**src/hw/szd_pkg.sv**
```systemverilog
// constants, register map and types of the zone feedback and dynamization block
package szd_pkg;
  // clock and time base
  localparam int CLK_PERIOD_NS = 10;
  localparam int MS_NS = 1_000_000;
  localparam int CYC_PER_MS = (MS_NS + CLK_PERIOD_NS - 1) / CLK_PERIOD_NS;
  localparam real DYN_INTERVAL_S = 60.0;
  localparam real DYN_PULSE_S = 0.2;
  localparam int DYN_INTERVAL_MS = $rtoi(DYN_INTERVAL_S * 1000.0);
  localparam int DYN_PULSE_MS = $rtoi(DYN_PULSE_S * 1000.0);
  // zone toggle half period and watchdog, in ms
  localparam int TOG_HALF_MS = 10;
  localparam int TOG_TIMEOUT_MS = 50;
  localparam int TOG_CNT_W = 16;

  ////////////////////////////////////////////////////////////////////////
  // bus and register map
  localparam int ADDR_W = 8;
  localparam logic [7:0] OFS_CTRL = 8'h00;
  localparam logic [7:0] OFS_INTV = 8'h04;
  localparam logic [7:0] OFS_PULSE = 8'h08;
  localparam logic [7:0] OFS_STAT = 8'h0C;
  localparam logic [7:0] OFS_HOSTCW = 8'h10;
  localparam logic [1:0] RESP_OKAY = 2'h0;
  localparam logic [1:0] RESP_SLVERR = 2'h2;

  // control register fields
  localparam int CTRL_W = 8;
  localparam int CB_FB_LO = 0;
  localparam int CB_ZONE_MST = 2;
  localparam int CB_DIAG_OFF = 3;
  localparam int CB_DYN_MST = 4;
  localparam int CB_SRC_HOST = 5;
  localparam int CB_FIELDBUS = 6;
  localparam logic [7:0] CTRL_RST = 8'h01;
  localparam logic [31:0] INTV_RST = 32'(DYN_INTERVAL_MS);
  localparam logic [31:0] PULSE_RST = 32'(DYN_PULSE_MS);

  // status register fields; error bits are write-one-to-clear
  localparam int SB_ERR_TMO = 0;
  localparam int SB_ERR_LONG = 1;
  localparam int SB_ERR_TOG = 2;
  localparam int SB_DYN_ACT = 4;
  localparam int SB_ZONE = 5;
  localparam int ERR_W = 3;
  localparam int HB_DYN = 0;
  localparam int SEL_W = 2;

  typedef enum logic [1:0] {
    FB_DOOR = 2'b00,
    FB_PLC = 2'b01,
    FB_SLAVE = 2'b10
  } szd_fb_e;
endpackage : szd_pkg

```
**src/hw/szd_top.sv**
```systemverilog
// zone safe feedback and forced dynamization logic with axi4-lite registers
`timescale 1ns/1ps
module szd_top #(
  parameter int MS_CYCLES = szd_pkg::CYC_PER_MS
) (
  input wire logic aclk,
  input wire logic aresetn,
  input wire logic [szd_pkg::ADDR_W-1:0] awaddr,
  input wire logic awvalid,
  output logic awready,
  input wire logic [31:0] wdata,
  input wire logic [3:0] wstrb,
  input wire logic wvalid,
  output logic wready,
  output logic [1:0] bresp,
  output logic bvalid,
  input wire logic bready,
  input wire logic [szd_pkg::ADDR_W-1:0] araddr,
  input wire logic arvalid,
  output logic arready,
  output logic [31:0] rdata,
  output logic [1:0] rresp,
  output logic rvalid,
  input wire logic rready,
  input wire logic safe_state_reached,
  input wire logic [szd_pkg::SEL_W-1:0] selection_in,
  output logic [szd_pkg::SEL_W-1:0] selection_out,
  output logic selection_valid,
  input wire logic zone_toggle_i,
  output logic zone_toggle_o,
  input wire logic zone_acknowledge_bus_io_i,
  output logic zone_acknowledge_bus_io_o,
  output logic zone_acknowledge_bus_io_oe_n,
  input wire logic dynamization_io_line_i,
  output logic dynamization_io_line_o,
  output logic dynamization_io_line_oe_n,
  output logic zone_safety_status_output,
  output logic zone_safety_status_output_n,
  output logic diag_ch2_o,
  output logic diag_ch2_oe_n,
  output logic safety_error
);
  typedef struct packed {
    logic awready;
    logic wready;
    logic bvalid;
    logic [1:0] bresp;
    logic arready;
    logic rvalid;
    logic [1:0] rresp;
    logic [31:0] rdata;
    logic aw_h;
    logic w_h;
    logic [szd_pkg::ADDR_W-1:0] waddr;
    logic [31:0] wdat;
    logic [3:0] wstb;
    logic [szd_pkg::CTRL_W-1:0] ctrl;
    logic [31:0] intv;
    logic [31:0] pulse;
    logic [31:0] hostcw;
    logic [31:0] ivl_cnt;
    logic [31:0] pls_cnt;
    logic dyn_act;
    logic [szd_pkg::ERR_W-1:0] err;
    logic tog;
    logic tog_prev;
    logic [szd_pkg::TOG_CNT_W-1:0] tog_ms;
    logic [szd_pkg::TOG_CNT_W-1:0] tog_wd;
    logic zone_st;
    logic zone_st_n;
    logic ack_oe_n;
    logic diag;
    logic diag_oe_n;
    logic dyn_o;
    logic dyn_oe_n;
    logic [szd_pkg::SEL_W-1:0] sel;
    logic sel_valid;
    logic safe_err;
  } szd_top_s;

  szd_top_s s, n;
  logic tick;
  logic [szd_pkg::SEL_W+2:0] pin_sync;
  logic tog_in, ack_in, dyn_in;
  logic [szd_pkg::SEL_W-1:0] sel_in;
  logic fb_zone_mst, fb_slave, fieldbus, dyn_mst, pulse_in;

  ////////////////////////////////////////////////////////////////////////
  // register index decode, shared by read and write paths
  function automatic logic [2:0] reg_idx(input logic [szd_pkg::ADDR_W-1:0] a);
    case (a)
      szd_pkg::OFS_CTRL: reg_idx = 3'h0;
      szd_pkg::OFS_INTV: reg_idx = 3'h1;
      szd_pkg::OFS_PULSE: reg_idx = 3'h2;
      szd_pkg::OFS_STAT: reg_idx = 3'h3;
      szd_pkg::OFS_HOSTCW: reg_idx = 3'h4;
      default: reg_idx = 3'h7;
    endcase
  endfunction : reg_idx

  function automatic logic [31:0] merge(input logic [31:0] old, input logic [31:0] d,
                                        input logic [3:0] be);
    logic [31:0] r;
    r = old;
    for (int i = 0; i < 4; i++) begin
      if (be[i]) begin
        r[i*8 +: 8] = d[i*8 +: 8];
      end
    end
    merge = r;
  endfunction : merge

  szd_tick #(.DIV(MS_CYCLES)) u_tick (
    .aclk(aclk),
    .aresetn(aresetn),
    .tick(tick)
  );

  // pins come from outside the clock domain
  szd_sync #(.W(szd_pkg::SEL_W + 3)) u_sync (
    .aclk(aclk),
    .aresetn(aresetn),
    .d({selection_in, dynamization_io_line_i, zone_acknowledge_bus_io_i, zone_toggle_i}),
    .q(pin_sync)
  );
  assign tog_in = pin_sync[0];
  assign ack_in = pin_sync[1];
  assign dyn_in = pin_sync[2];
  assign sel_in = pin_sync[szd_pkg::SEL_W+2:3];

  // configuration decode
  assign fb_zone_mst = (s.ctrl[1:0] == szd_pkg::FB_PLC) && s.ctrl[szd_pkg::CB_ZONE_MST];
  assign fb_slave = (s.ctrl[1:0] == szd_pkg::FB_SLAVE);
  assign fieldbus = s.ctrl[szd_pkg::CB_FIELDBUS];
  assign dyn_mst = s.ctrl[szd_pkg::CB_DYN_MST];
  // the host word path serves only a non-master axis; a master ignores pulse_in
  assign pulse_in = s.ctrl[szd_pkg::CB_SRC_HOST] ? s.hostcw[szd_pkg::HB_DYN] : dyn_in;

  ////////////////////////////////////////////////////////////////////////
  always_comb begin
    n = s;
    // axi4-lite write: address and data in either order, response after both
    if (s.bvalid && bready) begin
      n.bvalid = 1'b0;
    end
    if (awvalid && s.awready) begin
      n.aw_h = 1'b1;
      n.waddr = awaddr;
    end
    if (wvalid && s.wready) begin
      n.w_h = 1'b1;
      n.wdat = wdata;
      n.wstb = wstrb;
    end
    if (n.aw_h && n.w_h && !n.bvalid) begin
      n.aw_h = 1'b0;
      n.w_h = 1'b0;
      n.bvalid = 1'b1;
      n.bresp = szd_pkg::RESP_OKAY;
      case (reg_idx(n.waddr))
        3'h0: n.ctrl = szd_pkg::CTRL_W'(merge({24'h00_0000, s.ctrl}, n.wdat, n.wstb));
        3'h1: n.intv = merge(s.intv, n.wdat, n.wstb);
        3'h2: n.pulse = merge(s.pulse, n.wdat, n.wstb);
        3'h3: begin
          if (n.wstb[0]) begin
            n.err = s.err & ~n.wdat[szd_pkg::ERR_W-1:0];
          end
        end
        3'h4: n.hostcw = merge(s.hostcw, n.wdat, n.wstb);
        default: n.bresp = szd_pkg::RESP_SLVERR;
      endcase
    end
    n.awready = !n.aw_h;
    n.wready = !n.w_h;
    // axi4-lite read
    if (s.rvalid && rready) begin
      n.rvalid = 1'b0;
      n.arready = 1'b1;
    end
    if (arvalid && s.arready) begin
      n.arready = 1'b0;
      n.rvalid = 1'b1;
      n.rresp = szd_pkg::RESP_OKAY;
      n.rdata = '0;
      case (reg_idx(araddr))
        3'h0: n.rdata[szd_pkg::CTRL_W-1:0] = s.ctrl;
        3'h1: n.rdata = s.intv;
        3'h2: n.rdata = s.pulse;
        3'h3: begin
          n.rdata[szd_pkg::ERR_W-1:0] = s.err;
          n.rdata[szd_pkg::SB_DYN_ACT] = s.dyn_act;
          n.rdata[szd_pkg::SB_ZONE] = s.zone_st;
        end
        3'h4: n.rdata = s.hostcw;
        default: n.rresp = szd_pkg::RESP_SLVERR;
      endcase
    end

    // zone toggle: master drives it, the zone master and slave axes watch it in normal operation
    n.tog_prev = tog_in;
    if (fieldbus || !fb_zone_mst) begin
      n.tog = 1'b0;
      n.tog_ms = '0;
    end else if (tick) begin
      if (s.tog_ms >= szd_pkg::TOG_CNT_W'(szd_pkg::TOG_HALF_MS - 1)) begin
        n.tog_ms = '0;
        n.tog = !s.tog;
      end else begin
        n.tog_ms = s.tog_ms + 1'b1;
      end
    end
    if (fieldbus || safe_state_reached || fb_slave == 1'b0 && !fb_zone_mst ||
        tog_in != s.tog_prev) begin
      n.tog_wd = '0;
    end else if (tick) begin
      if (s.tog_wd >= szd_pkg::TOG_CNT_W'(szd_pkg::TOG_TIMEOUT_MS - 1)) begin
        n.tog_wd = '0;
        n.err[szd_pkg::SB_ERR_TOG] = 1'b1;
      end else begin
        n.tog_wd = s.tog_wd + 1'b1;
      end
    end

    // acknowledge is open drain; released once the axis is safe, so the
    // wired line reads high only when every axis of the zone is safe
    n.ack_oe_n = fieldbus || safe_state_reached;
    n.zone_st = 1'b0;
    if (!fieldbus) begin
      case (s.ctrl[1:0])
        szd_pkg::FB_DOOR: n.zone_st = safe_state_reached;
        szd_pkg::FB_PLC: n.zone_st = safe_state_reached &&
                                     (!s.ctrl[szd_pkg::CB_ZONE_MST] || ack_in);
        default: n.zone_st = 1'b0;
      endcase
    end
    n.zone_st_n = !n.zone_st;
    n.diag = ~|s.err;
    n.diag_oe_n = fieldbus || (fb_slave && s.ctrl[szd_pkg::CB_DIAG_OFF]);

    // forced dynamization
    if (fieldbus) begin
      n.dyn_act = 1'b0;
      n.ivl_cnt = '0;
      n.pls_cnt = '0;
    end else if (dyn_mst) begin
      if (!s.dyn_act) begin
        n.pls_cnt = '0;
        if (tick) begin
          if (s.ivl_cnt + 32'h0000_0001 >= s.intv) begin
            n.ivl_cnt = '0;
            n.dyn_act = 1'b1;
          end else begin
            n.ivl_cnt = s.ivl_cnt + 32'h0000_0001;
          end
        end
      end else if (tick) begin
        if (s.pls_cnt + 32'h0000_0001 >= s.pulse) begin
          n.pls_cnt = '0;
          n.dyn_act = 1'b0;
        end else begin
          n.pls_cnt = s.pls_cnt + 32'h0000_0001;
        end
      end
    end else begin
      n.dyn_act = pulse_in;
      if (pulse_in) begin
        n.ivl_cnt = '0;
        if (tick) begin
          if (s.pls_cnt >= s.pulse) begin
            n.err[szd_pkg::SB_ERR_LONG] = 1'b1;
          end else begin
            n.pls_cnt = s.pls_cnt + 32'h0000_0001;
          end
        end
      end else begin
        n.pls_cnt = '0;
        if (tick) begin
          if (s.ivl_cnt + 32'h0000_0001 >= s.intv) begin
            n.ivl_cnt = '0;
            n.err[szd_pkg::SB_ERR_TMO] = 1'b1;
          end else begin
            n.ivl_cnt = s.ivl_cnt + 32'h0000_0001;
          end
        end
      end
    end
    n.dyn_o = dyn_mst && !fieldbus && n.dyn_act;
    n.dyn_oe_n = !dyn_mst || fieldbus;
    // selection is frozen during a pulse, which lengthens the reaction time
    if (n.dyn_act) begin
      n.sel_valid = 1'b0;
    end else begin
      n.sel = sel_in;
      n.sel_valid = 1'b1;
    end
    n.safe_err = |n.err;
  end

  always_ff @(posedge aclk) begin
    if (!aresetn) begin
      s <= '0;
      s.awready <= 1'b1;
      s.wready <= 1'b1;
      s.arready <= 1'b1;
      s.ctrl <= szd_pkg::CTRL_RST;
      s.intv <= szd_pkg::INTV_RST;
      s.pulse <= szd_pkg::PULSE_RST;
      s.zone_st_n <= 1'b1;
      s.ack_oe_n <= 1'b1;
      s.diag_oe_n <= 1'b1;
      s.dyn_oe_n <= 1'b1;
    end else begin
      s <= n;
    end
  end

  assign awready = s.awready;
  assign wready = s.wready;
  assign bvalid = s.bvalid;
  assign bresp = s.bresp;
  assign arready = s.arready;
  assign rvalid = s.rvalid;
  assign rresp = s.rresp;
  assign rdata = s.rdata;
  assign selection_out = s.sel;
  assign selection_valid = s.sel_valid;
  assign zone_toggle_o = s.tog;
  assign zone_acknowledge_bus_io_o = 1'b0 & s.ack_oe_n;
  assign zone_acknowledge_bus_io_oe_n = s.ack_oe_n;
  assign dynamization_io_line_o = s.dyn_o;
  assign dynamization_io_line_oe_n = s.dyn_oe_n;
  assign zone_safety_status_output = s.zone_st;
  assign zone_safety_status_output_n = s.zone_st_n;
  assign diag_ch2_o = s.diag;
  assign diag_ch2_oe_n = s.diag_oe_n;
  assign safety_error = s.safe_err;
endmodule : szd_top

```
**src/hw/szd_sync.sv**
```systemverilog
// two flip-flop synchroniser for pin inputs
`timescale 1ns/1ps
module szd_sync #(
  parameter int W = 1
) (
  input wire logic aclk,
  input wire logic aresetn,
  input wire logic [W-1:0] d,
  output logic [W-1:0] q
);
  typedef struct packed {
    logic [W-1:0] meta;
    logic [W-1:0] q;
  } szd_sync_s;
  szd_sync_s s, n;

  always_comb begin
    n.meta = d;
    n.q = s.meta;
  end

  always_ff @(posedge aclk) begin
    if (!aresetn) begin
      s <= '0;
    end else begin
      s <= n;
    end
  end

  assign q = s.q;
endmodule : szd_sync

```
**src/hw/szd_tick.sv**
```systemverilog
// millisecond tick prescaler
`timescale 1ns/1ps
module szd_tick #(
  parameter int DIV = 100000
) (
  input wire logic aclk,
  input wire logic aresetn,
  output logic tick
);
  typedef struct packed {
    logic [31:0] cnt;
    logic tick;
  } szd_tick_s;
  szd_tick_s s, n;

  always_comb begin
    n = s;
    n.tick = 1'b0;
    if (s.cnt >= 32'(DIV - 1)) begin
      n.cnt = '0;
      n.tick = 1'b1;
    end else begin
      n.cnt = s.cnt + 32'h0000_0001;
    end
  end

  always_ff @(posedge aclk) begin
    if (!aresetn) begin
      s <= '0;
    end else begin
      s <= n;
    end
  end

  assign tick = s.tick;
endmodule : szd_tick

```
**config.mk**
```make
export PLATFORM = sky130hd
export DESIGN_NAME = szd_top
export DESIGN_NICKNAME = d
export VERILOG_FILES = /design/src/hw/szd_pkg.sv /design/src/hw/szd_top.sv /design/src/hw/szd_sync.sv /design/src/hw/szd_tick.sv
export SDC_FILE = /design/constraint.sdc
export NUM_CORES = 1
export LEC_CHECK = 0
export ABC_AREA = 1
export BUFFER_PORTS_ARGS = -buffer_cell sky130_fd_sc_hd__buf_2
export CORE_ASPECT_RATIO = 1.25
export CORE_MARGIN = 1.5
export CORE_UTILIZATION = 53
export CTS_CLUSTER_DIAMETER = 80
export DETAILED_ROUTE_END_ITERATION = 10
export GPL_ROUTABILITY_DRIVEN = 0
export GPL_TIMING_DRIVEN = 0
export PLACE_DENSITY = 0.67
export SKIP_CTS_REPAIR_TIMING = 1
export SLEW_MARGIN = 20
export SYNTH_ARGS = -nofsm -noshare
export SYNTH_HDL_FRONTEND = slang
export SYNTH_SLANG_ARGS = --single-unit
```
**constraint.sdc**
```tcl
create_clock -name aclk -period 3.45 [get_ports aclk]
set_input_delay 0.5175 -clock aclk [delete_from_list [all_inputs] [get_ports aclk]]
set_output_delay 0.5175 -clock aclk [all_outputs]
set_load 0.03 [all_outputs]
```
==> key figures <==
Outcome
  – Status: finished with violations
  – Failing checks: negative setup slack

Detailed routing
  – Wire per inst: about 17 um
  – DRT Wirelength: 51.46 mm
  – DRC violations left: 0
  – Vias: 16.51k
  – DRT Pass-1 Iters: 6
  – Iteration-0 DRC Markers: about 1.5k
  – Antenna Nets Post-Route: 0
  – Via-per-instance ratio: around 5.4

Timing
  – Unrepaired setup endpoints after global routing: true
  – Final Hold Viols: 0
  – Headroom to the max-slew limit: 29.36%
  – Maximum clock rate: 283.9 MHz
  – Fin. max-slew vios: 0
  – Final setup fails: 31
  – Worst-margin pin slew: 1060 ps
  – Setup WS post-layout: -72.28 ps
  – Fin Clk Skew: around 16 ps
  – Final Cycle Share: 102.1%
  – Min cycle time layout: approximately 3500 ps

Clock tree
  – Clk pin slew, worst setup/hold paths: approximately 60 ps
  – # clock sinks: around 350
  – Clock network latency to the later pin of the worst-skew pair: approximately 540 ps
  – CTS tree: yes
  – Num CTS Buffers: 37
  – Root buffer cell: clkbuf_16
  – H-tree depth: 2
  – Longest Clk Path Bufs: 3

Logic synthesis
  – #FFs+latches synth: between 300 and 400
  – Syn Inst Count: about 2.4k
  – Cell Area, Synth: between 15000 and 20000 um2
  – Synth Flop Type: dfxtp_1
  – Syn_area_per_cell: around 7.2 um2
  – Ys Warns: 0
  – Distinct cells, synth: 52
  – Register area share after synthesis: approximately two fifths
  – EDFF count, synth: 0
  – Asr flop ratio synth: 0%

Power and ir drop
  – Power Total: about 0.0090 W
  – Switching power: roughly 0.0022 W
  – Power Dens Cells: about 430 nW/um2
  – Net Sw Frac: ~25%
  – Clock power frac: a little under half
  – Peak VDD IR: 0.0004215 V
  – Combinational share of power: roughly 7.7%
  – Internal power: approximately 0.0068 W
  – Leakage: 9.000 nW
  – Sequential power share: ~46%

Global routing
  – First-pass GRT wire length: 79.29 mm
  – Pin count of the biggest net entering global routing: 15
  – Number of global-route vias before repair: around 15k
  – Total track usage: roughly 29%
  – Initial antenna violation count: 0
  – GRT Residual Overflow: 0

Floorplanning
  – Die W: ~170 um
  – Initial Util: a little over half
  – Die Area: 34160 um2
  – Die H: approximately 210 um
  – # IOs: 119
  – Row count: 74
  – Core area: 32590 um2

Hold path
  – Min-delay worst type: input pin to flip-flop

Critical path
  – CP cell instances: ha_4 -> nand2_4 -> inv_2 -> nand3b_1 -> buf_4 -> nor2_4 -> nand3_4 -> nor4_4 -> xor2_1 -> ha_1 -> nand2_2 -> nor2_2 -> nand2_2 -> inv_2 -> a21oi_4 -> nand2_4 -> o21bai_4 -> buf_12 -> clkbuf_16 -> nand3_2 -> a21oi_1
  – Worst setup SP type: flip-flop
  – Crit. End Element: flip-flop
  – Max incr delay on CP: ~390 ps
  – Crit-path max FO: 8
  – CP top delay family: simple AND/OR/NAND/NOR gates
  – CP required: a little under 4000 ps
  – WP data arrival: around 4000 ps
  – Crit path kind: flip-flop to flip-flop
  – Critical path buffer and inverter count: 5
  – R2R setup slack: -70 ps
  – Slowest-stage cell, CP: dfxtp_4

Flow run
  – MaxCap Viol Count: 0

Final layout
  – Ant. Diodes: 0
  – Fin cells: about 3.1k
  – Area growth syn-to-layout: 18.50%
  – Share of cells above drive strength 1: between 15 and 20%
  – Nets: about 2.8k

Placed design
  – Placed wire-length estimate: approximately 40 mm
  – Post-placement cell count: roughly 3k
  – # port buffers: about 110
  – Setup slack at placement: -1101 ps
## worst reg2reg max path, delay by kind of cell, from the launching register on
kind	cells	cell delay, ps
flip-flops	1	390
XOR/XNOR	1	230
AO/OA/AOI/OAI	3	510
adder cells (fa/ha/maj)	2	420
buffers and inverters	5	660
AND/OR/NAND/NOR	10	1220
## power by group through the flow
| stage | clock (W) | combinational [W] | sequential [W] |
|---|---|---|---|
| 2_1_floorplan | 0 | 0.000398 | 0.00420 |
| 3_3_place_gp | 0 | 0.000646 | 0.00419 |
| 3_5_place_dp | 0 | 0.000654 | 0.00419 |
| 4_1_cts | 0.00421 | 0.000659 | 0.00410 |
| 5_1_grt | 0.00436 | 0.000758 | 0.00411 |
| 6_report | 0.00418 | 0.000693 | 0.00410 |
## flip-flops by register name (all words and copies together) (netlist names), 2 cells and up
name and cells:
s 249, rdata 32, u_tick.s 32, u_sync.n 5, u_sync.q 5, selection_out 2
## logic make-up after synthesis
family          after synthesis  synth area share [%]
simple gates                909                 22.25
compound gates              521                 15.70
buf+inv                     473                 11.28
flops                       345                 39.42
fa+ha+maj                   105                 7.498
xor+xnor                     65                 3.249
mux                           9                0.5856
other cells                   1               0.02140
## layer usage
metal	global-route usage [%]	up-vias	wire (um)
met5	0	-	0
met4	15.25	0	2501
met3	3.581	130	2504
met2	51.37	510	25200
met1	34.59	7654	21260
li1	-	8212	-
## synthesized netlist by cell type (all sizes together) (2+ instances only)
master / instances / area [um2]
buf: 76 / 486.7
nor3: 43 / 230.2
inv: 340 / 1276
ha: 105 / 1314
a21o: 3 / 22.52
nor4: 18 / 118.9
a211o: 2 / 17.52
xor2: 55 / 481.7
clkbuf: 54 / 202.7
dfxtp: 345 / 6907
o22ai: 43 / 269.0
nor3b: 3 / 32.53
and3: 4 / 25.02
and2: 2 / 12.51
a211oi: 2 / 15.01
o211ai: 2 / 15.01
clkinv: 3 / 11.26
xnor2: 10 / 87.58
nand3b: 4 / 30.03
a21oi: 248 / 1252
o21ai: 204 / 1025
o21bai: 2 / 15.01
nand3: 86 / 440.4
o2111ai: 3 / 26.28
o21a: 7 / 52.55
nor2: 221 / 897.1
mux2i: 9 / 102.6
nand2: 495 / 1898
nand4: 32 / 206.5
## cell usage in the layout (no fill, tap or decap), drive strengths merged, types with 32 or more instances in the layout
master / instances
o22ai: 43
nor2: 221
inv: 341
nand2: 495
clkbuf: 110
nor3: 43
nand4: 32
xor2: 55
a21oi: 248
nand3: 86
ha: 105
dfxtp: 345
buf: 206
o21ai: 204
## final cells by class
type / count / area, um2
multi-input combinational: 1627 / 9225
timing repair buffer: 133 / 782.0
fill: 3058 / 11830
clock buffer: 53 / 1089
clock inverter: 13 / 183.9
tap: 418 / 523.0
sequential: 345 / 6947
inverter: 343 / 1287
buffer: 130 / 725.7
## per-stage QoR
| step | area, um2 | hold slack (ps) | setup TNS [ps] | util, % |
|---|---|---|---|---|
| after floorplan | 17580 | 390.5 | 0 | - |
| after global routing | 20760 | 159.4 | -7063 | 63.71 |
| final | 20760 | 156.3 | -926.9 | 63.71 |
| after CTS | 19950 | 151.9 | -47030 | 61.21 |
| after detailed placement | 18680 | 396.1 | -46070 | 57.31 |
| after global placement | 18680 | 392.4 | -41850 | 57.31 |
## path summary, 6_finish.rpt
check / start / cells after the start / to
max: s[49] / 21 / s[71]
min: selection_in[1] / 3 / u_sync.n[4]
max reg2reg: s[49] / 21 / s[71]
min reg2reg: u_sync.n[2] / 2 / u_sync.q[2]
No activity file was read; power rests on OpenSTA's default activity.
